## src/verilog/gpsp_pkg.sv

```systemverilog
`default_nettype none
// ==========================================
// bus command codes and field layout
package gpsp_pkg;
	// universal commands, seven-bit codes with ATN asserted
	localparam logic [6:0] CMD_LLO = 7'h11;
	localparam logic [6:0] CMD_DCL = 7'h14;
	localparam logic [6:0] CMD_PPU = 7'h15;
	localparam logic [6:0] CMD_SPE = 7'h18;
	localparam logic [6:0] CMD_SPD = 7'h19;
	// addressed command valid only for addressed listeners
	localparam logic [6:0] CMD_PPC = 7'h05;
	// command group in bits 6:5
	localparam logic [1:0] GRP_LAG = 2'h1;
	localparam logic [1:0] GRP_TAG = 2'h2;
	localparam logic [1:0] GRP_SCG = 2'h3;
	// address value that unaddresses every device
	localparam logic [4:0] ADDR_ALL = 5'h1F;
	// field positions
	localparam int GRP_LSB = 5;
	localparam int PPD_BIT = 4;
	localparam int PP_SENSE_BIT = 3;
	localparam int STB_RSV_BIT = 6;
	// reset values
	localparam logic [7:0] DIO_RST = 8'h00;
	localparam logic [2:0] PP_LINE_RST = 3'h0;
	typedef enum logic [1:0] {
		TLK_IDLE,
		TLK_PRIM,
		TLK_ADDR
	} gpsp_tstate_type;
endpackage
`default_nettype wire

```

## src/verilog/gpsp_cmd_dec.sv

```systemverilog
`timescale 1ns/1ps
`default_nettype none
// ==========================================
// interface command byte decode
module gpsp_cmd_dec (
	input wire logic [6:0] cmd_i, // command byte, ATN asserted
	output logic is_dcl_o, // device clear
	output logic is_llo_o, // local lockout
	output logic is_spe_o, // serial poll enable
	output logic is_spd_o, // serial poll disable
	output logic is_ppu_o, // parallel poll unconfigure
	output logic is_ppc_o, // parallel poll configure
	output logic is_tag_o, // talk address, not untalk
	output logic is_unt_o, // untalk
	output logic is_lag_o, // listen address, not unlisten
	output logic is_unl_o, // unlisten
	output logic is_scg_o, // secondary group
	output logic is_ppe_o, // secondary as enable
	output logic is_ppd_o, // secondary as disable
	output logic [4:0] addr_o // address field
);
	wire logic [1:0] grp = cmd_i[6:gpsp_pkg::GRP_LSB];
	wire logic all_addr = (cmd_i[4:0] == gpsp_pkg::ADDR_ALL);

	assign addr_o = cmd_i[4:0];
	assign is_dcl_o = (cmd_i == gpsp_pkg::CMD_DCL);
	assign is_llo_o = (cmd_i == gpsp_pkg::CMD_LLO);
	assign is_spe_o = (cmd_i == gpsp_pkg::CMD_SPE);
	assign is_spd_o = (cmd_i == gpsp_pkg::CMD_SPD);
	assign is_ppu_o = (cmd_i == gpsp_pkg::CMD_PPU);
	assign is_ppc_o = (cmd_i == gpsp_pkg::CMD_PPC);
	assign is_tag_o = (grp == gpsp_pkg::GRP_TAG) && !all_addr;
	assign is_unt_o = (grp == gpsp_pkg::GRP_TAG) && all_addr;
	assign is_lag_o = (grp == gpsp_pkg::GRP_LAG) && !all_addr;
	assign is_unl_o = (grp == gpsp_pkg::GRP_LAG) && all_addr;
	assign is_scg_o = (grp == gpsp_pkg::GRP_SCG);
	assign is_ppe_o = is_scg_o && !cmd_i[gpsp_pkg::PPD_BIT];
	assign is_ppd_o = is_scg_o && cmd_i[gpsp_pkg::PPD_BIT];
endmodule
`default_nettype wire

```

## src/verilog/gpsp_sync.sv

```systemverilog
`timescale 1ns/1ps
`default_nettype none
// ==========================================
// two-stage synchroniser, one chain per bit
module gpsp_sync #(
	parameter int W = 12
) (
	input wire logic mclk_i, // system clock
	input wire logic sys_rst_i, // async reset, high
	input wire logic [W-1:0] d_i, // asynchronous levels
	output logic [W-1:0] q_o // synchronised levels
);
	genvar i;
	generate
		for (i = 0; i < W; i++)
		begin : g_bit
			logic meta;
			logic sync_q;
			always_ff @(posedge mclk_i or posedge sys_rst_i)
			begin
				if (sys_rst_i)
				begin
					meta <= 1'b0;
					sync_q <= 1'b0;
				end
				else
				begin
					meta <= d_i[i];
					sync_q <= meta;
				end
			end
			assign q_o[i] = sync_q;
		end
	endgenerate
endmodule
`default_nettype wire

```

## src/verilog/gpsp_top.sv

```systemverilog
`timescale 1ns/1ps
`default_nettype none
module gpsp_top (
	input wire logic mclk_i, // 100 MHz system clock
	input wire logic sys_rst_i, // async reset, high
	input wire logic bus_atn_n_i, // ATN pin, low asserted
	input wire logic bus_eoi_n_i, // EOI pin, low asserted
	input wire logic bus_dav_n_i, // DAV pin, low asserted
	input wire logic bus_ren_n_i, // REN pin, low asserted
	input wire logic [7:0] bus_dio_n_i, // DIO pins, low asserted
	input wire logic [4:0] my_addr_i, // own primary address
	input wire logic [4:0] my_sec_i, // own secondary address
	input wire logic ext_en_i, // extended talker enable
	input wire logic svc_req_i, // service request pulse
	input wire logic [7:0] user_stat_i, // user status bits
	input wire logic [7:0] dev_data_i, // normal talker data
	input wire logic stat_sent_i, // talker byte taken pulse
	output logic srq_n_o, // SRQ drive level
	output logic srq_oe_o, // SRQ enable, high drives
	output logic [7:0] dio_n_o, // DIO drive levels
	output logic [7:0] dio_oe_o, // DIO enables, high drives
	output logic talker_o, // addressed to talk
	output logic listener_o, // addressed to listen
	output logic talk_en_o, // talker and ATN released
	output logic [7:0] talk_byte_o, // byte to send when talking
	output logic spoll_o, // serial poll mode
	output logic pp_cfg_o, // parallel poll configured
	output logic lockout_o, // local control locked out
	output logic dev_clear_o // device clear pulse
);
	// ==========================================
	// pin synchronisation
	wire logic [11:0] pin_raw = {~bus_ren_n_i, ~bus_dav_n_i, ~bus_eoi_n_i, ~bus_atn_n_i, ~bus_dio_n_i};
	logic [11:0] pin_s;

	gpsp_sync #(
		.W(12)
	) u_sync (
		.mclk_i(mclk_i),
		.sys_rst_i(sys_rst_i),
		.d_i(pin_raw),
		.q_o(pin_s)
	);

	wire logic [7:0] dio = pin_s[7:0];
	wire logic atn = pin_s[8];
	wire logic eoi = pin_s[9];
	wire logic dav = pin_s[10];
	wire logic ren = pin_s[11];

	// ==========================================
	// command byte capture
	logic dav_d;
	wire logic cmd_stb = atn && dav && !dav_d;

	always_ff @(posedge mclk_i or posedge sys_rst_i)
	begin
		if (sys_rst_i)
			dav_d <= 1'b0;
		else
			dav_d <= dav;
	end

	logic is_dcl;
	logic is_llo;
	logic is_spe;
	logic is_spd;
	logic is_ppu;
	logic is_ppc;
	logic is_tag;
	logic is_unt;
	logic is_lag;
	logic is_unl;
	logic is_scg;
	logic is_ppe;
	logic is_ppd;
	logic [4:0] cmd_addr;

	gpsp_cmd_dec u_dec (
		.cmd_i(dio[6:0]),
		.is_dcl_o(is_dcl),
		.is_llo_o(is_llo),
		.is_spe_o(is_spe),
		.is_spd_o(is_spd),
		.is_ppu_o(is_ppu),
		.is_ppc_o(is_ppc),
		.is_tag_o(is_tag),
		.is_unt_o(is_unt),
		.is_lag_o(is_lag),
		.is_unl_o(is_unl),
		.is_scg_o(is_scg),
		.is_ppe_o(is_ppe),
		.is_ppd_o(is_ppd),
		.addr_o(cmd_addr)
	);

	// ==========================================
	// talker addressing
	gpsp_pkg::gpsp_tstate_type tstate;
	gpsp_pkg::gpsp_tstate_type next_tstate;
	logic ppc_armed;
	wire logic my_addr_hit = (cmd_addr == my_addr_i);
	wire logic my_sec_hit = (cmd_addr == my_sec_i);
	wire logic talk_sec = is_scg && !ppc_armed;

	always_comb
	begin
		next_tstate = tstate;
		if (cmd_stb)
		begin
			if (is_unt)
				next_tstate = gpsp_pkg::TLK_IDLE;
			else if (is_tag && my_addr_hit)
				next_tstate = ext_en_i ? gpsp_pkg::TLK_PRIM : gpsp_pkg::TLK_ADDR;
			else if (is_tag)
				next_tstate = gpsp_pkg::TLK_IDLE;
			else if (talk_sec)
			begin
				unique case (tstate)
					gpsp_pkg::TLK_PRIM:
						next_tstate = my_sec_hit ? gpsp_pkg::TLK_ADDR : gpsp_pkg::TLK_IDLE;
					gpsp_pkg::TLK_IDLE,
					gpsp_pkg::TLK_ADDR:
						next_tstate = tstate;
				endcase
			end
		end
	end

	always_ff @(posedge mclk_i or posedge sys_rst_i)
	begin
		if (sys_rst_i)
			tstate <= gpsp_pkg::TLK_IDLE;
		else
			tstate <= next_tstate;
	end

	wire logic next_talker = (next_tstate == gpsp_pkg::TLK_ADDR);

	// ==========================================
	// listener flag, needed for configure context
	logic next_listener;

	always_comb
	begin
		next_listener = listener_o;
		if (cmd_stb && is_lag && my_addr_hit)
			next_listener = 1'b1;
		else if (cmd_stb && is_unl)
			next_listener = 1'b0;
	end

	// ==========================================
	// universal commands and poll configuration
	wire logic pp_enable_cmd = cmd_stb && ppc_armed && is_ppe;
	wire logic pp_disable_cmd = cmd_stb && ((ppc_armed && is_ppd) || is_ppu);
	logic pp_en;
	logic [2:0] pp_line;
	logic pp_sense;
	logic spoll;

	always_ff @(posedge mclk_i or posedge sys_rst_i)
	begin
		if (sys_rst_i)
			ppc_armed <= 1'b0;
		else if (cmd_stb)
			ppc_armed <= is_ppc && listener_o; // next byte only
	end

	always_ff @(posedge mclk_i or posedge sys_rst_i)
	begin
		if (sys_rst_i)
		begin
			pp_en <= 1'b0;
			pp_line <= gpsp_pkg::PP_LINE_RST;
			pp_sense <= 1'b0;
		end
		else if (pp_enable_cmd)
		begin
			pp_en <= 1'b1;
			pp_line <= dio[2:0];
			pp_sense <= dio[gpsp_pkg::PP_SENSE_BIT];
		end
		else if (pp_disable_cmd)
			pp_en <= 1'b0;
	end

	always_ff @(posedge mclk_i or posedge sys_rst_i)
	begin
		if (sys_rst_i)
			spoll <= 1'b0;
		else if (cmd_stb && is_spe)
			spoll <= 1'b1;
		else if (cmd_stb && is_spd)
			spoll <= 1'b0;
	end

	// ==========================================
	// service request and poll bit
	logic srq_pend;
	wire logic polled = stat_sent_i && talk_en_o && spoll_o;
	wire logic dcl_hit = cmd_stb && is_dcl;
	wire logic next_srq = svc_req_i || (srq_pend && !polled && !dcl_hit); // set wins

	always_ff @(posedge mclk_i or posedge sys_rst_i)
	begin
		if (sys_rst_i)
			srq_pend <= 1'b0;
		else
			srq_pend <= next_srq;
	end

	// status byte, service bit on DIO-7
	logic [7:0] stat_byte;

	always_comb
	begin
		stat_byte = user_stat_i;
		stat_byte[gpsp_pkg::STB_RSV_BIT] = srq_pend;
	end

	// ==========================================
	// parallel poll response
	wire logic pp_poll = atn && eoi && pp_en;
	wire logic pp_assert = (srq_pend == pp_sense);
	logic [7:0] pp_drive;

	genvar i;
	generate
		for (i = 0; i < 8; i++)
		begin : g_ppline
			assign pp_drive[i] = pp_poll && pp_assert && (pp_line == 3'(i));
		end
	endgenerate

	// ==========================================
	// registered outputs
	always_ff @(posedge mclk_i or posedge sys_rst_i)
	begin
		if (sys_rst_i)
		begin
			srq_n_o <= 1'b0;
			srq_oe_o <= 1'b0;
			dio_n_o <= gpsp_pkg::DIO_RST;
			dio_oe_o <= gpsp_pkg::DIO_RST;
		end
		else
		begin
			srq_n_o <= 1'b0;
			srq_oe_o <= next_srq;
			dio_n_o <= gpsp_pkg::DIO_RST;
			dio_oe_o <= pp_drive;
		end
	end

	always_ff @(posedge mclk_i or posedge sys_rst_i)
	begin
		if (sys_rst_i)
		begin
			talker_o <= 1'b0;
			listener_o <= 1'b0;
			talk_en_o <= 1'b0;
			spoll_o <= 1'b0;
			pp_cfg_o <= 1'b0;
		end
		else
		begin
			talker_o <= next_talker;
			listener_o <= next_listener;
			talk_en_o <= next_talker && !atn;
			spoll_o <= spoll;
			pp_cfg_o <= pp_en;
		end
	end

	// status byte in poll mode, else device data
	always_ff @(posedge mclk_i or posedge sys_rst_i)
	begin
		if (sys_rst_i)
			talk_byte_o <= gpsp_pkg::DIO_RST;
		else
			talk_byte_o <= spoll ? stat_byte : dev_data_i;
	end

	// lockout ends when remote enable drops
	always_ff @(posedge mclk_i or posedge sys_rst_i)
	begin
		if (sys_rst_i)
			lockout_o <= 1'b0;
		else if (!ren)
			lockout_o <= 1'b0;
		else if (cmd_stb && is_llo)
			lockout_o <= 1'b1;
	end

	always_ff @(posedge mclk_i or posedge sys_rst_i)
	begin
		if (sys_rst_i)
			dev_clear_o <= 1'b0;
		else
			dev_clear_o <= dcl_hit;
	end
endmodule
`default_nettype wire
```

## config.mk

```make
export PLATFORM = sky130hd
export DESIGN_NAME = gpsp_top
export DESIGN_NICKNAME = d
export VERILOG_FILES = /design/src/verilog/gpsp_pkg.sv /design/src/verilog/gpsp_cmd_dec.sv /design/src/verilog/gpsp_sync.sv /design/src/verilog/gpsp_top.sv
export SDC_FILE = /design/constraint.sdc
export NUM_CORES = 1
export LEC_CHECK = 0
export BUFFER_PORTS_ARGS = -buffer_cell sky130_fd_sc_hd__buf_2
export CORE_UTILIZATION = 46
export CTS_BUF_LIST = sky130_fd_sc_hd__clkbuf_8
export DETAILED_ROUTE_END_ITERATION = 6
export HOLD_SLACK_MARGIN = 0.15
export PLACE_DENSITY_LB_ADDON = 0.05
export SYNTH_ARGS = -nofsm -noshare
export SYNTH_HDL_FRONTEND = slang
export SYNTH_SLANG_ARGS = --single-unit
```

## constraint.sdc

```tcl
create_clock -name mclk_i -period 1.85 [get_ports mclk_i]
set_input_delay 0.37 -clock mclk_i [delete_from_list [all_inputs] [get_ports mclk_i]]
set_output_delay 0.37 -clock mclk_i [all_outputs]
set_load 0.02 [all_outputs]
```

-- Word-level counts from Yosys, hierarchy flattened
Index checks and enable logic that the tools add are counted.
- input bits: 43
- bits in registers: 56
- equality and inequality tests: 24
- bitwise logic cells: 5
- multiplexer cells: 17
- reductions and logical operators: 53
- operators by type and width (operator ; number):
    1-bit logical AND ; 38
    7-bit by 5-bit == test with 1-bit output, second input constant ; 5
    2-bit 2-to-1 mux ; 7
    3-bit == test, second input constant ; 4
    5-bit == test ; 2
    2-bit == test, second input constant ; 4
    1-bit 2-to-1 mux ; 8
    8-bit 2-to-1 mux ; 1
    7-bit by 3-bit == test with 1-bit output, second input constant ; 1
    1-bit zero test ; 7
    7-bit NOT ; 1
    3-bit by 2-bit == test with 1-bit output, second input constant ; 2
    2-bit nonzero test ; 3
    5-bit == test, second input constant ; 1
    2-bit by 1-bit == test with 1-bit output, second input constant ; 2
    1-bit NOT ; 4
    2-bit one-hot mux with 2 select lines ; 1
    3-bit by 1-bit == test with 1-bit output, second input constant ; 1
    3-bit zero test ; 1
    2-bit zero test ; 1
    1-bit logical OR ; 2
    2-bit != test, second input constant ; 1
    2-bit OR reduction ; 1
    1-bit == test ; 1

-- Longest topological paths before layout
- depth in word-level cells: 10
- depth in mapped cells: 5
- mapped depth without buffers: 4

-- By module
From an unflattened synthesis, not the netlist that was laid out.
- cell total of the unflattened synthesis: 203
- area, all modules: 2444.8 um^2
- modules (own cells, without submodules) (module ; cells each ; instances ; seq. area each (um^2) ; area an instance (um^2)):
    gpsp_top ; 138 ; 1 ; 850.8 ; 1527.7
    gpsp_sync ; 37 ; 1 ; 600.6 ; 694.4
    gpsp_cmd_dec ; 28 ; 1 ; 0.0 ; 222.7

-- Least setup slack after synthesis
No wires, ideal clock.
- kind: flip-flop to flip-flop
- from: reg dav_d
- to: reg pp_line[0]
- slack: 0.320 ns
- data arrival time: 1.405 ns
- required time: 1.725 ns
- cell stages (with the launch flop): 5
- path buffers: 1
- cells stage by stage: dfrtp_1 nand3b_1 buf_2 nor3_1 mux2_2
- longest elaborated chain between the ends: 4
- RTL lines (element ; line ; text):
    start, declared ; gpsp_top.sv:53 ; logic dav_d;
    start signal, assigned ; gpsp_top.sv:61 ; dav_d <= dav;
    1-bit zero test ; gpsp_top.sv:54 ; wire logic cmd_stb = atn && dav && !dav_d;
    1-bit logical AND ; gpsp_top.sv:54 ;
    1-bit logical AND (2 in series) ; gpsp_top.sv:155 ; wire logic pp_enable_cmd = cmd_stb && ppc_armed && is_ppe;
    end signal, assigned ; gpsp_top.sv:175 ; pp_line <= gpsp_pkg::PP_LINE_RST;
    end signal, assigned ; gpsp_top.sv:181 ; pp_line <= dio[2:0];
    end, declared ; gpsp_top.sv:158 ; logic [2:0] pp_line;
Every way passes these cells.
A chain may end at the register's enable or synchronous reset.

-- Worst setup path after layout
- from: reg u_sync.g_bit[3].sync_q
- to: reg talk_en_o
- longest elaborated chain between the ends: 10
- RTL lines (element ; line ; text):
    start, declared ; gpsp_sync.sv:18 ; logic sync_q;
    start signal, assigned ; gpsp_sync.sv:29 ; sync_q <= meta;
    5-bit == test ; gpsp_top.sv:103 ; wire logic my_sec_hit = (cmd_addr == my_sec_i);
    2-bit 2-to-1 mux ; gpsp_top.sv:121 ; next_tstate = my_sec_hit ? gpsp_pkg::TLK_ADDR : gpsp_pkg::TLK_IDLE;
    2-bit one-hot mux with 2 select lines ; gpsp_top.sv:119 ; unique case (tstate)
    2-bit 2-to-1 mux ; gpsp_top.sv:117 ; else if (talk_sec)
    2-bit 2-to-1 mux ; gpsp_top.sv:115 ; else if (is_tag)
    2-bit 2-to-1 mux ; gpsp_top.sv:113 ; else if (is_tag && my_addr_hit)
    2-bit 2-to-1 mux (*) ; gpsp_top.sv:111 ; if (is_unt)
    2-bit 2-to-1 mux (*) ; gpsp_top.sv:109 ; if (cmd_stb)
    2-bit == test (*) ; gpsp_top.sv:138 ; wire logic next_talker = (next_tstate == gpsp_pkg::TLK_ADDR);
    1-bit logical AND (*) ; gpsp_top.sv:270 ; talk_en_o <= next_talker && !atn;
    end signal, assigned ; gpsp_top.sv:270 ;
    end, declared ; gpsp_top.sv:24 ; output logic talk_en_o,
Every way passes the cells marked *; elsewhere a longest branch is shown, timed or not.

==> results <==
- Sorting the synthesized cells by area gives the leading types as dfrtp_1 (65%), mux2_2 (6.3%), xor2_1 (3.3%).
- The clock network fraction of design power is 30.1%.
- The clock sink count is 56.
- Detailed routing inserted a total of 1,405 vias.
- The via density per instance is 4.78.
- The analysis attributes to cell leakage a power of 1.34 nW.
- During I/O placement, the number of pins put on the boundary was 76.
- Counting instances, the worst hold path has a depth of 2.
- The count of port buffers added during placement is 64.
- The critical path ends at talk_en_o$_DFF_PP0_.
- The switching power summed over all nets is 506 µW.
- In this run the tightest slew margin relative to its limit is 64.7%.
- The most common cell after layout, fill and taps aside is buf_2.
- TritonCTS built the clock tree.
- Leaving out fill and tap cells, the most frequent cells in the layout are buf_2 (64), dfrtp_1 (56), inv_1 (16), mux2_2 (12), nor2_1 (11).
- The clock passes through at most 2 buffers.
- The growth of design area from synthesis to finish is 21.6%.
- The count of distinct cell types in the synthesized netlist is 36.
- The detailed-router iteration count before antenna repair is 3.
- In this run the biggest area consumer among cell types represents 65.2% of the synthesized area.
- The post-synthesis cell count is 171.
- The post-CTS setup repair buffer count is 0.
- The floorplan step defined a die boundary enclosing 0.00495 mm².
- In the final routed layout, each cell accounts on average for 12.4 µm.
- The start point of the critical path is u_sync.g_bit[3].sync_q$_DFF_PP0_.
- Of the total power, combinational logic draws 9.6%.
- The routed design has 3640 µm of wire.
- At the end of routability-driven placement, the weighted congestion stood at 0.799.
- Power spread over the standard cell area amounts to 829 mW/mm².
- The floorplan step defined a core boundary enclosing 0.00441 mm².
- The worst setup path is launched from a register.
- The netlist area before placement is 0.00215 mm².
- Adding up every negative setup slack in the final design gives 0 ns.
- The chip width is 70.4 µm.
- The final hold violation count came to 0.
- The class of the tightest hold or removal check is in2reg.
- After synthesis, flip-flops and latches occupy 65.2% of the total area.
- The library cell used as clock root buffer is clkbuf_8.
- The beginning of the worst register-to-register path is u_sync.g_bit[3].sync_q$_DFF_PP0_.
- The detailed router finished its first iteration with 73 violations.
- The number of global-route vias before repair is 1,469.
- In this run the worst path has a maximum fanout of 6.
- Derived from the worst setup path, the maximum achievable clock frequency is 579 MHz.
- The setup slack of the most critical reg-to-reg path is 0.12 ns.
- The number of max-slew violations in the final report is 0.
- Across the VDD grid, the largest voltage drop is 0.511 mV.
- The number of register bits inferred by synthesis is 56.
- The total power of the final layout is 2.17 mW.
- The number of antenna-violating nets in the routed design is 0.
- The number of H-tree levels is 2.
- In the final design database the tool counted 285 nets.
- The arrival time at the worst endpoint is 1.95 ns.
- The internal power component is 1.66 mW.
- The multi-input combinational cells in the finished layout cover a total of 624 µm².
- The cell row count is 24.
- Registers take 0.00140 mm².
- Averaged over all synthesized cells, the footprint is 12.6 µm².
- Setup violations remaining at the end of the flow were counted as 0.
- The required time at the worst-slack endpoint is 2.07 ns.
- The run finished with clean final reports.
- Net switching is 23.3% of the power.
- Setup repair after global routing left no endpoint under its margin.
- The clock-pin transition on the worst setup and hold timing paths is 0.09 ns.
- The TritonCTS buffer count is 5.
- dfrtp_1 takes more of the synthesized area than any other cell.
- The leftover overflow at the end of global routing is 0.
- The largest net degree at the start of global routing is 24.
- The worst clock skew on the final layout is 0.00967 ns.
- The total inserted antenna cells is 0.
- Measured in cells, the most critical reg-to-reg path has a length of 4.
- The first global-routing pass estimated 6430 µm of wire.
- The share of flip-flops with an asynchronous set or reset is 100%.
- The time the worst path needs with I/O delays and setup is 1.73 ns.
- The portion of total power attributed to sequential cells is 60.3%.
- The global-route usage over all layers is 16.8%.
- Once the floorplan was initialized, standard cells occupied 48.7% of the core.
- At the later pin of the worst-skew pair, clock insertion delay measures 0.30 ns.
- Summed over all nets, the half-perimeter wirelength after detailed placement is 2800 µm.
- After detailed routing, the number of remaining DRC violations is 0.
- The worst path uses 93.4% of the clock period.
- The category of the worst setup path capture point is a register.
- The layout has 396 filler cells.
- The capturing point of the worst reg2reg path is talk_en_o$_DFF_PP0_.
- From bottom edge to top edge, the die measures 70.4 µm.
- The fraction of layout instances using a drive strength above 1 is 38.0%.
- The flip-flop cell with the highest count after synthesis is dfrtp_1.
- For this run, the number of Yosys warnings is 0.
- The tool flagged a number of max-cap violations equal to 0.
- In this run, synthesis inferred 0 flip-flops with an integrated enable.
- The category of the critical setup timing path is reg2reg.
- The number of antenna violations at the first check in global routing is 0.
- At the pin with the least slew margin, the transition time is 0.526 ns.
-- power groups by stage --
stage | Combinational [mW] | Sequential [mW] | Clock (mW)
2_1_floorplan | 0.126 | 1.34 | 0
3_3_place_gp | 0.202 | 1.33 | 0
3_5_place_dp | 0.209 | 1.33 | 0
4_1_cts | 0.211 | 1.31 | 0.682
5_1_grt | 0.232 | 1.31 | 0.738
6_report | 0.208 | 1.31 | 0.653
-- metal layers --
metal / routed length (µm) / track usage (%) / up-vias
met5: 0 / 0 / -
met2: 1890 / 28.8 / 44
li1: - / - / 686
met3: 195 / 5.19 / 4
met4: 34 / 4.00 / 0
met1: 1520 / 20.5 / 671
-- cells in the mapped netlist (2+ instances only) --
| library cell | n |
|---|---|
| nor3b_1 | 2 |
| a31oi_1 | 3 |
| mux2_2 | 12 |
| clkbuf_1 | 2 |
| nand4b_1 | 2 |
| buf_4 | 9 |
| dfrtp_1 | 56 |
| a21oi_1 | 3 |
| inv_1 | 17 |
| nand2b_1 | 2 |
| nand2_1 | 6 |
| nand3_1 | 6 |
| nand4_1 | 2 |
| buf_2 | 3 |
| nor3_1 | 6 |
| xor2_1 | 8 |
| nor2_1 | 11 |
| xnor2_1 | 3 |
-- how the worst min path moves through the flow --
| stage | to | from |
|---|---|---|
| global route | u_sync.g_bit[11].meta$_DFF_PP0_ | bus_ren_n_i |
| detailed placement | u_sync.g_bit[8].sync_q$_DFF_PP0_ | u_sync.g_bit[8].meta$_DFF_PP0_ |
| floorplan | u_sync.g_bit[0].sync_q$_DFF_PP0_ | u_sync.g_bit[0].meta$_DFF_PP0_ |
| finish | u_sync.g_bit[11].meta$_DFF_PP0_ | bus_ren_n_i |
| global placement | u_sync.g_bit[10].sync_q$_DFF_PP0_ | u_sync.g_bit[10].meta$_DFF_PP0_ |
| CTS | u_sync.g_bit[11].meta$_DFF_PP0_ | bus_ren_n_i |
-- repair_timing --
action                                 in CTS  in global routing
endpoints found under the hold margin      21                  0
hold buffers                                1                  0
resized for setup                           0                  0
-- per-stage QoR --
step | util, % | std cells | instance area [µm²] | hold slack, ns | worst slack (ns)
after CTS | 59.2 | 294 | 2610 | 0.182 | 0.127
after detailed placement | 56.9 | 286 | 2510 | 0.335 | 0.162
final | 59.2 | 294 | 2610 | 0.195 | 0.123
after floorplan | - | 179 | 2180 | 0.331 | 0.109
after global routing | 59.2 | 294 | 2610 | 0.181 | 0.0216
after global placement | 56.9 | 286 | 2510 | 0.332 | 0.210
-- sequential cells by signal (all words and copies together) (netlist names) --
name and count:
spoll 1, dev_clear_o 1, talker_o 1, dio_oe_o 8
spoll_o 1, talk_byte_o 8, lockout_o 1, pp_cfg_o 1
pp_sense 1, srq_oe_o 1, listener_o 1, dav_d 1
tstate 2, u_sync.g_bit.meta 11, pp_en 1, u_sync.g_bit.sync_q 11
ppc_armed 1, pp_line 3, talk_en_o 1
-- layout make-up --
class	count	area share [%]
clock buffer	6	3.16
clock inverter	1	0.335
inverter	17	2.44
multi-input combinational	92	23.9
sequential	56	53.6
tap	52	2.49
timing repair buffer	70	14.1
-- kinds of logic (layout without fill, tap and decap cells) --
family                    count (synthesis)  after routing  share of synthesized area, %
xor gates and xnor gates                 11             11                          4.48
AOI/OAI and AO/OA                        16             16                          5.76
other                                     1              9                         0.174
buffers and inverters                    31             94                          7.16
muxes                                    13             13                          6.75
DFF                                      56             56                          65.2
and+or+nand+nor                          43             43                          10.5
-- critical path: stages (launching register included) --
cell	delay, ns
dfrtp_1	0.49
and4_1	0.29
a2111oi_1	0.45
nand3_1	0.17
a211oi_2	0.24
Note: power is estimated with default switching activity, not from simulation.
